===== config.mk =====
export PLATFORM = sky130hd
export DESIGN_NAME = ptc_timer
export DESIGN_NICKNAME = d
export VERILOG_FILES = /design/src/logic/ptc_pkg.sv /design/src/logic/ptc_timer.sv /design/src/logic/ptc_clock_gen.sv
export SDC_FILE = /design/constraint.sdc
export NUM_CORES = 1
export LEC_CHECK = 0
export ABC_AREA = 1
export BUFFER_PORTS_ARGS = -buffer_cell sky130_fd_sc_hd__buf_2
export CAP_MARGIN = 20
export CORE_ASPECT_RATIO = 2
export CORE_MARGIN = 8
export CORE_UTILIZATION = 40
export DETAILED_ROUTE_END_ITERATION = 6
export PLACE_DENSITY = 0.63
export SLEW_MARGIN = 20
export SYNTH_ARGS = -nofsm -noshare
export SYNTH_HDL_FRONTEND = slang
export SYNTH_HIERARCHICAL = 1
export SYNTH_SLANG_ARGS = --single-unit

===== constraint.sdc =====
create_clock -name i_core_clk -period 4.2 [get_ports i_core_clk]
set_input_delay 0.21 -clock i_core_clk [delete_from_list [all_inputs] [get_ports i_core_clk]]
set_output_delay 0.21 -clock i_core_clk [all_outputs]
set_load 0.005 [all_outputs]

===== src/logic/ptc_pkg.sv =====
// Purpose: shared constants for the periodic timer control block
// Assumes: apb with 32-bit data, one aligned word per register
// Notes: offsets below are byte addresses
package ptc_pkg;
  // register byte offsets
  localparam logic [7:0] ADDR_PERIOD_LOW = 8'h00;
  localparam logic [7:0] ADDR_PERIOD_HIGH = 8'h04;
  localparam logic [7:0] ADDR_CTRL_ZERO = 8'h08;
  localparam logic [7:0] ADDR_CTRL_ONE = 8'h0c;
  localparam logic [7:0] ADDR_CAPT_STAT = 8'h10;
  localparam logic [7:0] ADDR_CAPT_CFG = 8'h14;
  localparam logic [7:0] ADDR_CMP_A = 8'h18;
  // control zero fields
  localparam int C0_PAUSE = 7;
  localparam int C0_CLK_HI = 6;
  localparam int C0_CLK_LO = 4;
  localparam int C0_RUN = 3;
  localparam logic [7:0] C0_WMASK = 8'hf8;
  // control one fields
  localparam int C1_MODE_HI = 7;
  localparam int C1_MODE_LO = 6;
  localparam int C1_PIN_HI = 5;
  localparam int C1_PIN_LO = 4;
  localparam int C1_OINIT = 3;
  localparam logic [7:0] RESET_BYTE = 8'h00;
  localparam logic [9:0] RESET_CNT = 10'h000;
  // operating modes
  localparam logic [1:0] MODE_CMP = 2'h0;
  localparam logic [1:0] MODE_CAPT = 2'h1;
  localparam logic [1:0] MODE_PWM = 2'h2;
  localparam logic [1:0] MODE_TMR = 2'h3;
  // pin function codes
  localparam logic [1:0] PIN_00 = 2'h0;
  localparam logic [1:0] PIN_01 = 2'h1;
  localparam logic [1:0] PIN_10 = 2'h2;
  localparam logic [1:0] PIN_11 = 2'h3;
  // clock select codes
  localparam logic [2:0] CK_SYS4 = 3'h0;
  localparam logic [2:0] CK_SYS = 3'h1;
  localparam logic [2:0] CK_H16 = 3'h2;
  localparam logic [2:0] CK_H64 = 3'h3;
  localparam logic [2:0] CK_SUB0 = 3'h4;
  localparam logic [2:0] CK_SUB1 = 3'h5;
  localparam logic [2:0] CK_EXTR = 3'h6;
  localparam logic [2:0] CK_EXTF = 3'h7;
  // divider ratios
  localparam logic [5:0] DIV_SYS4 = 6'h03;
  localparam logic [5:0] DIV_H16 = 6'h0f;
  localparam logic [5:0] DIV_H64 = 6'h3f;
  localparam logic [31:0] PSLVERR_OK = 32'h0000_0000;
endpackage


===== src/logic/ptc_timer.sv =====
// Purpose: control of a 10-bit periodic timer behind an apb slave
// Assumes: compare events arrive as one-cycle inputs; the capture pin is a level, edge detected here
// Notes: comparators live outside; this block acts on their match
//
// The placing of the registers and the APB slave port were left to the implementer.
`timescale 1ns/1ps
`default_nettype none
// Functional notes
// - 10-bit period in low and high registers
// - pause holds counter, release resumes
// - clock select picks counter clock source
// - run rising clears counter and starts
// - run cleared stops counter, keeps value
// - run rising restores output initial level in compare and pwm modes
// - control zero low three bits read zero
// - mode field picks compare/capture/pwm/timer
// - timer mode does not drive pin
// - compare match: none, low, high, toggle
// - pwm: inactive, active, single pulse for both 10 and 11
// - capture edge select latches counter
// - output level bit: initial or active level
module ptc_timer (
  // clock and reset
  input wire logic i_core_clk,
  input wire logic i_rst,
  // apb slave
  input wire logic i_psel,
  input wire logic i_penable,
  input wire logic i_pwrite,
  input wire logic [7:0] i_paddr,
  input wire logic [31:0] i_pwdata,
  output logic [31:0] o_prdata,
  output logic o_pready,
  output logic o_pslverr,
  // clock sources and capture input
  input wire logic i_sub_tick,
  input wire logic i_ext_clock_pin,
  input wire logic i_capture_pin,
  // comparator events
  input wire logic i_match_a,
  input wire logic i_match_p,
  // timer pin and state
  output logic o_timer_out,
  output logic o_timer_oe,
  output logic [9:0] o_count,
  output logic o_capture_pulse
);
  ////////////////////////////////////////////////////////////////////////
  // register state and internal strobes
  logic [7:0] period_low;
  logic [1:0] period_high;
  logic [7:0] timer_control_zero;
  logic [7:0] timer_control_one;
  logic [1:0] capture_clear_sel;
  logic [9:0] capture_reg_a;
  logic capture_seen;
  logic [9:0] count;
  logic run_prev;
  logic capt_prev;
  logic pulse_done;
  logic count_tick;
  logic wr_en;
  logic rd_en;
  logic run_rise;
  logic cap_trig;
  logic cap_take;
  logic pwm_active;
  logic [31:0] next_prdata;

  // field views of the control bytes
  wire logic pause_ctl = timer_control_zero[ptc_pkg::C0_PAUSE];
  wire logic run_ctl = timer_control_zero[ptc_pkg::C0_RUN];
  wire logic [2:0] clock_sel = timer_control_zero[ptc_pkg::C0_CLK_HI:ptc_pkg::C0_CLK_LO];
  wire logic [1:0] op_mode_sel = timer_control_one[ptc_pkg::C1_MODE_HI:ptc_pkg::C1_MODE_LO];
  wire logic [1:0] pin_function_sel = timer_control_one[ptc_pkg::C1_PIN_HI:ptc_pkg::C1_PIN_LO];
  wire logic output_init_level = timer_control_one[ptc_pkg::C1_OINIT];

  // address match, used by both read and write paths
  function automatic logic hit(input logic [7:0] addr, input logic [7:0] reg_addr);
    hit = (addr == reg_addr);
  endfunction

  // modes that own the timer pin
  function automatic logic drives_pin(input logic [1:0] mode);
    drives_pin = (mode != ptc_pkg::MODE_TMR);
  endfunction

  ////////////////////////////////////////////////////////////////////////
  // apb: zero wait states, writes land at the access edge
  assign wr_en = i_psel & i_penable & i_pwrite;
  assign rd_en = i_psel & ~i_pwrite;

  // period low byte
  always_ff @(posedge i_core_clk or posedge i_rst) begin
    if (i_rst) begin
      period_low <= ptc_pkg::RESET_BYTE;
    end else if (wr_en && hit(i_paddr, ptc_pkg::ADDR_PERIOD_LOW)) begin
      period_low <= i_pwdata[7:0];
    end
  end

  // only the two top period bits exist in the high register
  always_ff @(posedge i_core_clk or posedge i_rst) begin
    if (i_rst) begin
      period_high <= ptc_pkg::RESET_BYTE[1:0];
    end else if (wr_en && hit(i_paddr, ptc_pkg::ADDR_PERIOD_HIGH)) begin
      period_high <= i_pwdata[1:0];
    end
  end

  // control zero; low bits are never stored
  always_ff @(posedge i_core_clk or posedge i_rst) begin
    if (i_rst) begin
      timer_control_zero <= ptc_pkg::RESET_BYTE;
    end else if (wr_en && hit(i_paddr, ptc_pkg::ADDR_CTRL_ZERO)) begin
      timer_control_zero <= i_pwdata[7:0] & ptc_pkg::C0_WMASK;
    end
  end

  // mode taken as written; keeping it stable while on is software's job
  always_ff @(posedge i_core_clk or posedge i_rst) begin
    if (i_rst) begin
      timer_control_one <= ptc_pkg::RESET_BYTE;
    end else if (wr_en && hit(i_paddr, ptc_pkg::ADDR_CTRL_ONE)) begin
      timer_control_one <= i_pwdata[7:0];
    end
  end

  // capture clear setting; only 00 lets a capture through
  always_ff @(posedge i_core_clk or posedge i_rst) begin
    if (i_rst) begin
      capture_clear_sel <= ptc_pkg::RESET_BYTE[1:0];
    end else if (wr_en && hit(i_paddr, ptc_pkg::ADDR_CAPT_CFG)) begin
      capture_clear_sel <= i_pwdata[1:0];
    end
  end

  // read mux, registered for the access phase
  always_comb begin
    next_prdata = 32'h0000_0000;
    if (hit(i_paddr, ptc_pkg::ADDR_PERIOD_LOW)) begin
      next_prdata[7:0] = period_low;
    end else if (hit(i_paddr, ptc_pkg::ADDR_PERIOD_HIGH)) begin
      next_prdata[1:0] = period_high;
    end else if (hit(i_paddr, ptc_pkg::ADDR_CTRL_ZERO)) begin
      next_prdata[7:0] = timer_control_zero & ptc_pkg::C0_WMASK;
    end else if (hit(i_paddr, ptc_pkg::ADDR_CTRL_ONE)) begin
      next_prdata[7:0] = timer_control_one;
    end else if (hit(i_paddr, ptc_pkg::ADDR_CAPT_STAT)) begin
      next_prdata[9:0] = capture_reg_a;
      next_prdata[16] = capture_seen;
    end else if (hit(i_paddr, ptc_pkg::ADDR_CAPT_CFG)) begin
      next_prdata[1:0] = capture_clear_sel;
    end else if (hit(i_paddr, ptc_pkg::ADDR_CMP_A)) begin
      next_prdata[9:0] = count;
    end
  end

  // setup cycle loads read data, unmapped reads give zero
  always_ff @(posedge i_core_clk or posedge i_rst) begin
    if (i_rst) begin
      o_prdata <= 32'h0000_0000;
    end else if (rd_en & ~i_penable) begin
      o_prdata <= next_prdata;
    end
  end

  // always ready: no wait states, so no access can stall the bus
  always_ff @(posedge i_core_clk or posedge i_rst) begin
    if (i_rst) begin
      o_pready <= 1'b0;
    end else begin
      o_pready <= 1'b1;
    end
  end

  // never an error; unmapped addresses simply read zero
  always_ff @(posedge i_core_clk or posedge i_rst) begin
    if (i_rst) begin
      o_pslverr <= 1'b0;
    end else begin
      o_pslverr <= ptc_pkg::PSLVERR_OK[0];
    end
  end

  ////////////////////////////////////////////////////////////////////////
  // counter clock source
  ptc_clock_gen u_clock_gen (
    .i_core_clk(i_core_clk),
    .i_rst(i_rst),
    .i_sub_tick(i_sub_tick),
    .i_ext_clock_pin(i_ext_clock_pin),
    .i_clock_sel(clock_sel),
    .o_count_tick(count_tick)
  );

  // edge of run bit
  always_ff @(posedge i_core_clk or posedge i_rst) begin
    if (i_rst) begin
      run_prev <= 1'b0;
    end else begin
      run_prev <= run_ctl;
    end
  end
  assign run_rise = run_ctl & ~run_prev;

  // counter: clear on switch on, hold on pause or off, else count
  // a switch-on clears even while paused, so software sees a fresh start
  always_ff @(posedge i_core_clk or posedge i_rst) begin
    if (i_rst) begin
      count <= ptc_pkg::RESET_CNT;
    end else if (run_rise) begin
      count <= ptc_pkg::RESET_CNT;
    end else if (!run_ctl || pause_ctl) begin
      count <= count;
    end else if (count_tick) begin
      count <= count + 10'h001;
    end
  end

  // registered copy keeps the count output straight from a flop
  always_ff @(posedge i_core_clk or posedge i_rst) begin
    if (i_rst) begin
      o_count <= ptc_pkg::RESET_CNT;
    end else begin
      o_count <= count;
    end
  end

  ////////////////////////////////////////////////////////////////////////
  // capture input edge select
  always_ff @(posedge i_core_clk or posedge i_rst) begin
    if (i_rst) begin
      capt_prev <= 1'b0;
    end else begin
      capt_prev <= i_capture_pin;
    end
  end

  // trigger edge decode; 11 never fires
  always_comb begin
    case (pin_function_sel)
      ptc_pkg::PIN_00: cap_trig = i_capture_pin & ~capt_prev;
      ptc_pkg::PIN_01: cap_trig = ~i_capture_pin & capt_prev;
      ptc_pkg::PIN_10: cap_trig = i_capture_pin ^ capt_prev;
      default: cap_trig = 1'b0;
    endcase
  end

  // capture only when on, in capture mode, with clear setting 00
  assign cap_take = run_ctl && (op_mode_sel == ptc_pkg::MODE_CAPT) &&
                    (capture_clear_sel == 2'h0) && cap_trig;

  // capture register holds the count seen at the trigger
  always_ff @(posedge i_core_clk or posedge i_rst) begin
    if (i_rst) begin
      capture_reg_a <= ptc_pkg::RESET_CNT;
    end else if (cap_take) begin
      capture_reg_a <= count;
    end
  end

  // seen flag: a new capture wins over the read that clears it
  always_ff @(posedge i_core_clk or posedge i_rst) begin
    if (i_rst) begin
      capture_seen <= 1'b0;
    end else if (cap_take) begin
      capture_seen <= 1'b1;
    end else if (rd_en && i_penable && hit(i_paddr, ptc_pkg::ADDR_CAPT_STAT)) begin
      capture_seen <= 1'b0;
    end
  end

  // one-cycle pulse for each capture
  always_ff @(posedge i_core_clk or posedge i_rst) begin
    if (i_rst) begin
      o_capture_pulse <= 1'b0;
    end else begin
      o_capture_pulse <= cap_take;
    end
  end

  ////////////////////////////////////////////////////////////////////////
  // pwm level: active from switch on until i_match_a; i_match_p sets it again only before the first i_match_a
  always_ff @(posedge i_core_clk or posedge i_rst) begin
    if (i_rst) begin
      pwm_active <= 1'b0;
      pulse_done <= 1'b0;
    end else if (run_rise) begin
      pwm_active <= 1'b1;
      pulse_done <= 1'b0;
    end else if (i_match_a) begin
      pwm_active <= 1'b0;
      pulse_done <= 1'b1;
    end else if (i_match_p && !pulse_done) begin
      pwm_active <= 1'b1;
    end
  end

  // pin enable: timer mode leaves the pin alone
  always_ff @(posedge i_core_clk or posedge i_rst) begin
    if (i_rst) begin
      o_timer_oe <= 1'b0;
    end else begin
      o_timer_oe <= drives_pin(op_mode_sel);
    end
  end

  // output pin level per mode
  always_ff @(posedge i_core_clk or posedge i_rst) begin
    if (i_rst) begin
      o_timer_out <= 1'b0;
    end else begin
      case (op_mode_sel)
        ptc_pkg::MODE_CMP: begin
          if (run_rise) begin
            o_timer_out <= output_init_level;
          end else if (run_ctl && i_match_a) begin
            case (pin_function_sel)
              ptc_pkg::PIN_01: o_timer_out <= 1'b0;
              ptc_pkg::PIN_10: o_timer_out <= 1'b1;
              ptc_pkg::PIN_11: o_timer_out <= ~o_timer_out;
              default: o_timer_out <= o_timer_out;
            endcase
          end
        end
        ptc_pkg::MODE_PWM: begin
          if (run_rise) begin
            o_timer_out <= output_init_level;
          end else begin
            // active level follows the output level bit
            case (pin_function_sel)
              ptc_pkg::PIN_00: o_timer_out <= ~output_init_level;
              ptc_pkg::PIN_01: o_timer_out <= output_init_level;
              ptc_pkg::PIN_10: o_timer_out <= pwm_active ~^ output_init_level;
              ptc_pkg::PIN_11: o_timer_out <= (pwm_active & ~pulse_done) ~^ output_init_level;
              default: o_timer_out <= o_timer_out;
            endcase
          end
        end
        default: o_timer_out <= o_timer_out; // capture and timer leave it
      endcase
    end
  end
endmodule
`default_nettype wire


===== src/logic/ptc_clock_gen.sv =====
// Purpose: one-cycle count enables for every counter clock source
// Assumes: high clock equals system clock; sub clock arrives as enable
// Notes: external pin is taken synchronous to the system clock
`timescale 1ns/1ps
`default_nettype none
module ptc_clock_gen (
  // clock and reset
  input wire logic i_core_clk,
  input wire logic i_rst,
  // sources
  input wire logic i_sub_tick,
  input wire logic i_ext_clock_pin,
  input wire logic [2:0] i_clock_sel,
  // result
  output logic o_count_tick
);
  logic [5:0] div_cnt;
  logic ext_prev;
  logic next_tick;

  // free running prescaler, shared by all divided rates
  always_ff @(posedge i_core_clk or posedge i_rst) begin
    if (i_rst) begin
      div_cnt <= 6'h00;
    end else begin
      div_cnt <= div_cnt + 6'h01;
    end
  end

  // previous pin level for edge detection
  always_ff @(posedge i_core_clk or posedge i_rst) begin
    if (i_rst) begin
      ext_prev <= 1'b0;
    end else begin
      ext_prev <= i_ext_clock_pin;
    end
  end

  // source decode
  always_comb begin
    case (i_clock_sel)
      ptc_pkg::CK_SYS4: next_tick = (div_cnt[1:0] == ptc_pkg::DIV_SYS4[1:0]);
      ptc_pkg::CK_SYS: next_tick = 1'b1;
      ptc_pkg::CK_H16: next_tick = (div_cnt[3:0] == ptc_pkg::DIV_H16[3:0]);
      ptc_pkg::CK_H64: next_tick = (div_cnt == ptc_pkg::DIV_H64);
      ptc_pkg::CK_SUB0, ptc_pkg::CK_SUB1: next_tick = i_sub_tick;
      ptc_pkg::CK_EXTR: next_tick = i_ext_clock_pin & ~ext_prev;
      ptc_pkg::CK_EXTF: next_tick = ~i_ext_clock_pin & ext_prev;
      default: next_tick = 1'b0;
    endcase
  end

  // registered so the tick lands one cycle after its cause
  always_ff @(posedge i_core_clk or posedge i_rst) begin
    if (i_rst) begin
      o_count_tick <= 1'b0;
    end else begin
      o_count_tick <= next_tick;
    end
  end
endmodule
`default_nettype wire


==> results.sh <==
export IMPL_grt_pass1_vias=3231
export IMPL_cts_setup_buffers=0
export IMPL_intPower_uw=1327
export IMPL_n_fill_cell=1025
export IMPL_numCtsBuffers=9
export IMPL_cts_buffer_depth=2
export IMPL_setup_tns_ns=0
export IMPL_core_region_area_sq_um=10150
export IMPL_die_y_um=160.2
export IMPL_critPathMaxStageDelay_ns=0.52
export IMPL_clock_sinks=83
export IMPL_netSwitchingFraction_pct=24.17
export IMPL_cp_slowest_cell="dlygate4sd3_1"
export IMPL_synthArstFlopShare_pct=100.0
export IMPL_h_tree_depth=3
export IMPL_drive_above_1_share_pct=25.76
export IMPL_yosysWarnings=6
export IMPL_start_kind="input port"
export IMPL_fmax_ghz=0.4744
export IMPL_slew_headroom_pct=55.92
export IMPL_hold_violations=0
export IMPL_worstSetupPathType="input port to flop"
export IMPL_antenna_cells=0
export IMPL_crit_fanout=21
export IMPL_hold_start="i_ext_clock_pin"
export IMPL_antenna_found_initial=0
export IMPL_power_leakage_uw=0.002493
export IMPL_worst_r2r_startpoint="capt_prev"
export IMPL_power_frac_comb_pct=7.1
export IMPL_dpl_hpwl_um=7303
export IMPL_drt_iter0_markers=170
export IMPL_min_to="u_clock_gen/ext_prev"
export IMPL_drc=0
export IMPL_end_kind="flop"
export IMPL_synth_cell_types=40
export IMPL_critPathArrivalTime_ns=2.31
export IMPL_final_area_sq_um=4781
export IMPL_synthToLayoutAreaGrowth_pct=14.99
export IMPL_ant_nets=0
export IMPL_dieWidth_um=88.09
export IMPL_routed_wl_um=9635
export IMPL_whs_path_depth=1
export IMPL_utilization_pct=47.10
export IMPL_synth_edff_count=0
export IMPL_rsz0062_at_grt="no"
export IMPL_outcome="finished, final reports clean"
export IMPL_fin_nets=577
export IMPL_period_share_pct=50.19
export IMPL_vias_per_cell=4.730
export IMPL_postLayoutSetupSlackWorst_ns=2.092
export IMPL_hp_class="input port to flop"
export IMPL_synth_area_sq_um=4158
export IMPL_ys_seq_area_share_pct=49.95
export IMPL_cts_root_buf="clkbuf_16"
export IMPL_clock_power_share_pct=45.4
export IMPL_gp_congestion=0.8293
export IMPL_cts_tree="built"
export IMPL_grt_first_pass_wirelength_um=15460
export IMPL_rrSetupSlack_ns=2.28
export IMPL_tightest_slew_ns=0.6596
export IMPL_setup_viol=0
export IMPL_synth_main_ff_cell="dfrtp_1"
export IMPL_power_density_nw_per_um2=366.0
export IMPL_grt_max_degree=47
export IMPL_clk_latency_ns=0.34
export IMPL_fin_worst_skew_ns=0.01072
export IMPL_max_cap_viol_count=0
export IMPL_synthesis_instances=467
export IMPL_boundaryPins=97
export IMPL_wl_per_cell_um=14.53
export IMPL_gr_usage_all_layers_pct=14.33
export IMPL_rows=52
export IMPL_vdd_ir_drop_max_mv=0.2268
export IMPL_worstPathCellList="dlygate4sd3_1, buf_2, inv_1, ha_1, o311ai_1, nand2_1, nand2_1, o21ai_1"
export IMPL_reg2reg_depth=5
export IMPL_crit_path_frequent_cell="nand2_1"
export IMPL_initial_core_util_pct=40.96
export IMPL_dieArea_sq_um=14110
export IMPL_port_buffers=50
export IMPL_regToRegEndpoint="capture_reg_a[0]"
export IMPL_overflow=0
export IMPL_p_sw_uw=422.8
export IMPL_syn_area_per_cell_sq_um=8.903
export IMPL_min_period_ns=2.108
export IMPL_cp_required_ns=4.40
export IMPL_dr_pass1_iters=4
export IMPL_postPlaceCellArea_sq_um=4431
export IMPL_clkTransAtPathRegs_ns=0.06
export IMPL_dpl_worst_slack_ns=2.300
export IMPL_p_seq_share_pct=47.5
export IMPL_via_count=3136
export IMPL_ys_ff_latch=83
export IMPL_maxSlewViolCount=0
## what timing repair did
item,4_1_cts,5_1_grt
endpoints found under the hold margin,9,0
hold buffers,2,0
resized for setup,0,0
## area by class of cell
cell class	count	area (sq um)	share of cell area [%]
inverter	58	222.7	4.658
clock buffer	9	225.2	4.711
multi-input combinational	317	1704	35.64
clock inverter	7	77.57	1.623
timing repair buffer	54	305.3	6.386
sequential	83	2077	43.44
tap	135	168.9	3.533
## placed cells by master (no fill, tap or decap), types with 7 or more instances in the layout
| cell type | n |
|---|---|
| a21oi_1 | 18 |
| buf_2 | 50 |
| clkbuf_16 | 9 |
| conb_1 | 23 |
| dfrtp_1 | 83 |
| inv_1 | 41 |
| inv_2 | 14 |
| nand2_1 | 107 |
| nand2_2 | 8 |
| nand2_4 | 7 |
| nand3_1 | 37 |
| nor2_1 | 21 |
| o21ai_0 | 14 |
| o21ai_1 | 24 |
| o21ai_2 | 16 |
## critical path: cells and delay by family
| kind | cells | cell delay [ns] |
|---|---|---|
| adder cells (fa/ha/maj) | 1 | 0.29 |
| buffers and inverters | 3 | 0.68 |
| AND/OR/NAND/NOR | 2 | 0.68 |
| AO/OA/AOI/OAI | 2 | 0.44 |
## through the flow
stage               power, uW  std cells  hold slack [ns]
finish                   1750        663          0.01111
CTS                      1766        662        0.0001233
global route             1815        663         0.004652
global placement        962.6        644           0.1753
floorplan               932.4        488          0.02566
detailed placement      967.5        644           0.1823
## synth_stat cells, drive strengths merged (2+ instances only)
cell,instances,area (sq um)
or2,7,43.79
conb,2,7.510
nor2,30,182.7
ha,4,50.05
nand2,122,530.5
a21oi,22,125.1
nand4,4,40.04
o31ai,2,20.02
xor2,4,35.03
dfrtp,83,2077
nand3,37,185.2
buf,30,232.7
inv,57,219.0
o21ai,54,330.3
nor3,2,21.27
## worst max path at each step
stage | start | endpoint | slack (ns) | cells past startpoint
6_report | i_capture_pin | capture_reg_a[0] | 2.09 | 8
5_1_grt | i_capture_pin | capture_reg_a[7] | 1.90 | 9
4_1_cts | i_capture_pin | capture_reg_a[8] | 2.09 | 8
3_5_place_dp | i_capture_pin | capture_reg_a[4] | 2.30 | 7
3_3_place_gp | i_capture_pin | capture_reg_a[4] | 2.33 | 7
2_1_floorplan | i_rst | capt_prev | 2.08 | 1
## state kept, by name, summed over array words and instances (netlist names), 2 cells and up
register	flops
capture_clear_sel	2
capture_reg_a	10
count	10
o_count	10
o_prdata	11
period_high	2
period_low	8
timer_control_one	8
timer_control_zero	5
u_clock_gen/div_cnt	6
## cell families after synthesis
kind of cell / synth area share [%]
other: 0.1806
and+or+nand+nor: 24.68
adders and majority gates: 1.204
xor gates and xnor gates: 0.8425
buffers and inverters: 10.95
AOI/OAI and AO/OA: 12.19
DFF: 49.95
## power groups by stage
stage | logic [uW] | clock network (uW) | registers (uW)
after detailed placement | 122 | 0 | 846
after floorplan | 88.2 | 0 | 844
final | 124 | 795 | 831
after CTS | 124 | 812 | 831
after global placement | 118 | 0 | 844
after global routing | 139 | 843 | 833
## routing by layer
| metal | track usage, % | vias up | share of wire [%] |
|---|---|---|---|
| met5 | 0 | - | 0 |
| met2 | 26.70 | 76 | 57 |
| met1 | 14.19 | 1478 | 36 |
| met3 | 2.776 | 15 | 4.4 |
| li1 | - | 1567 | - |
| met4 | 7.060 | 0 | 1.9 |
Power figures use the tool's default switching activity.
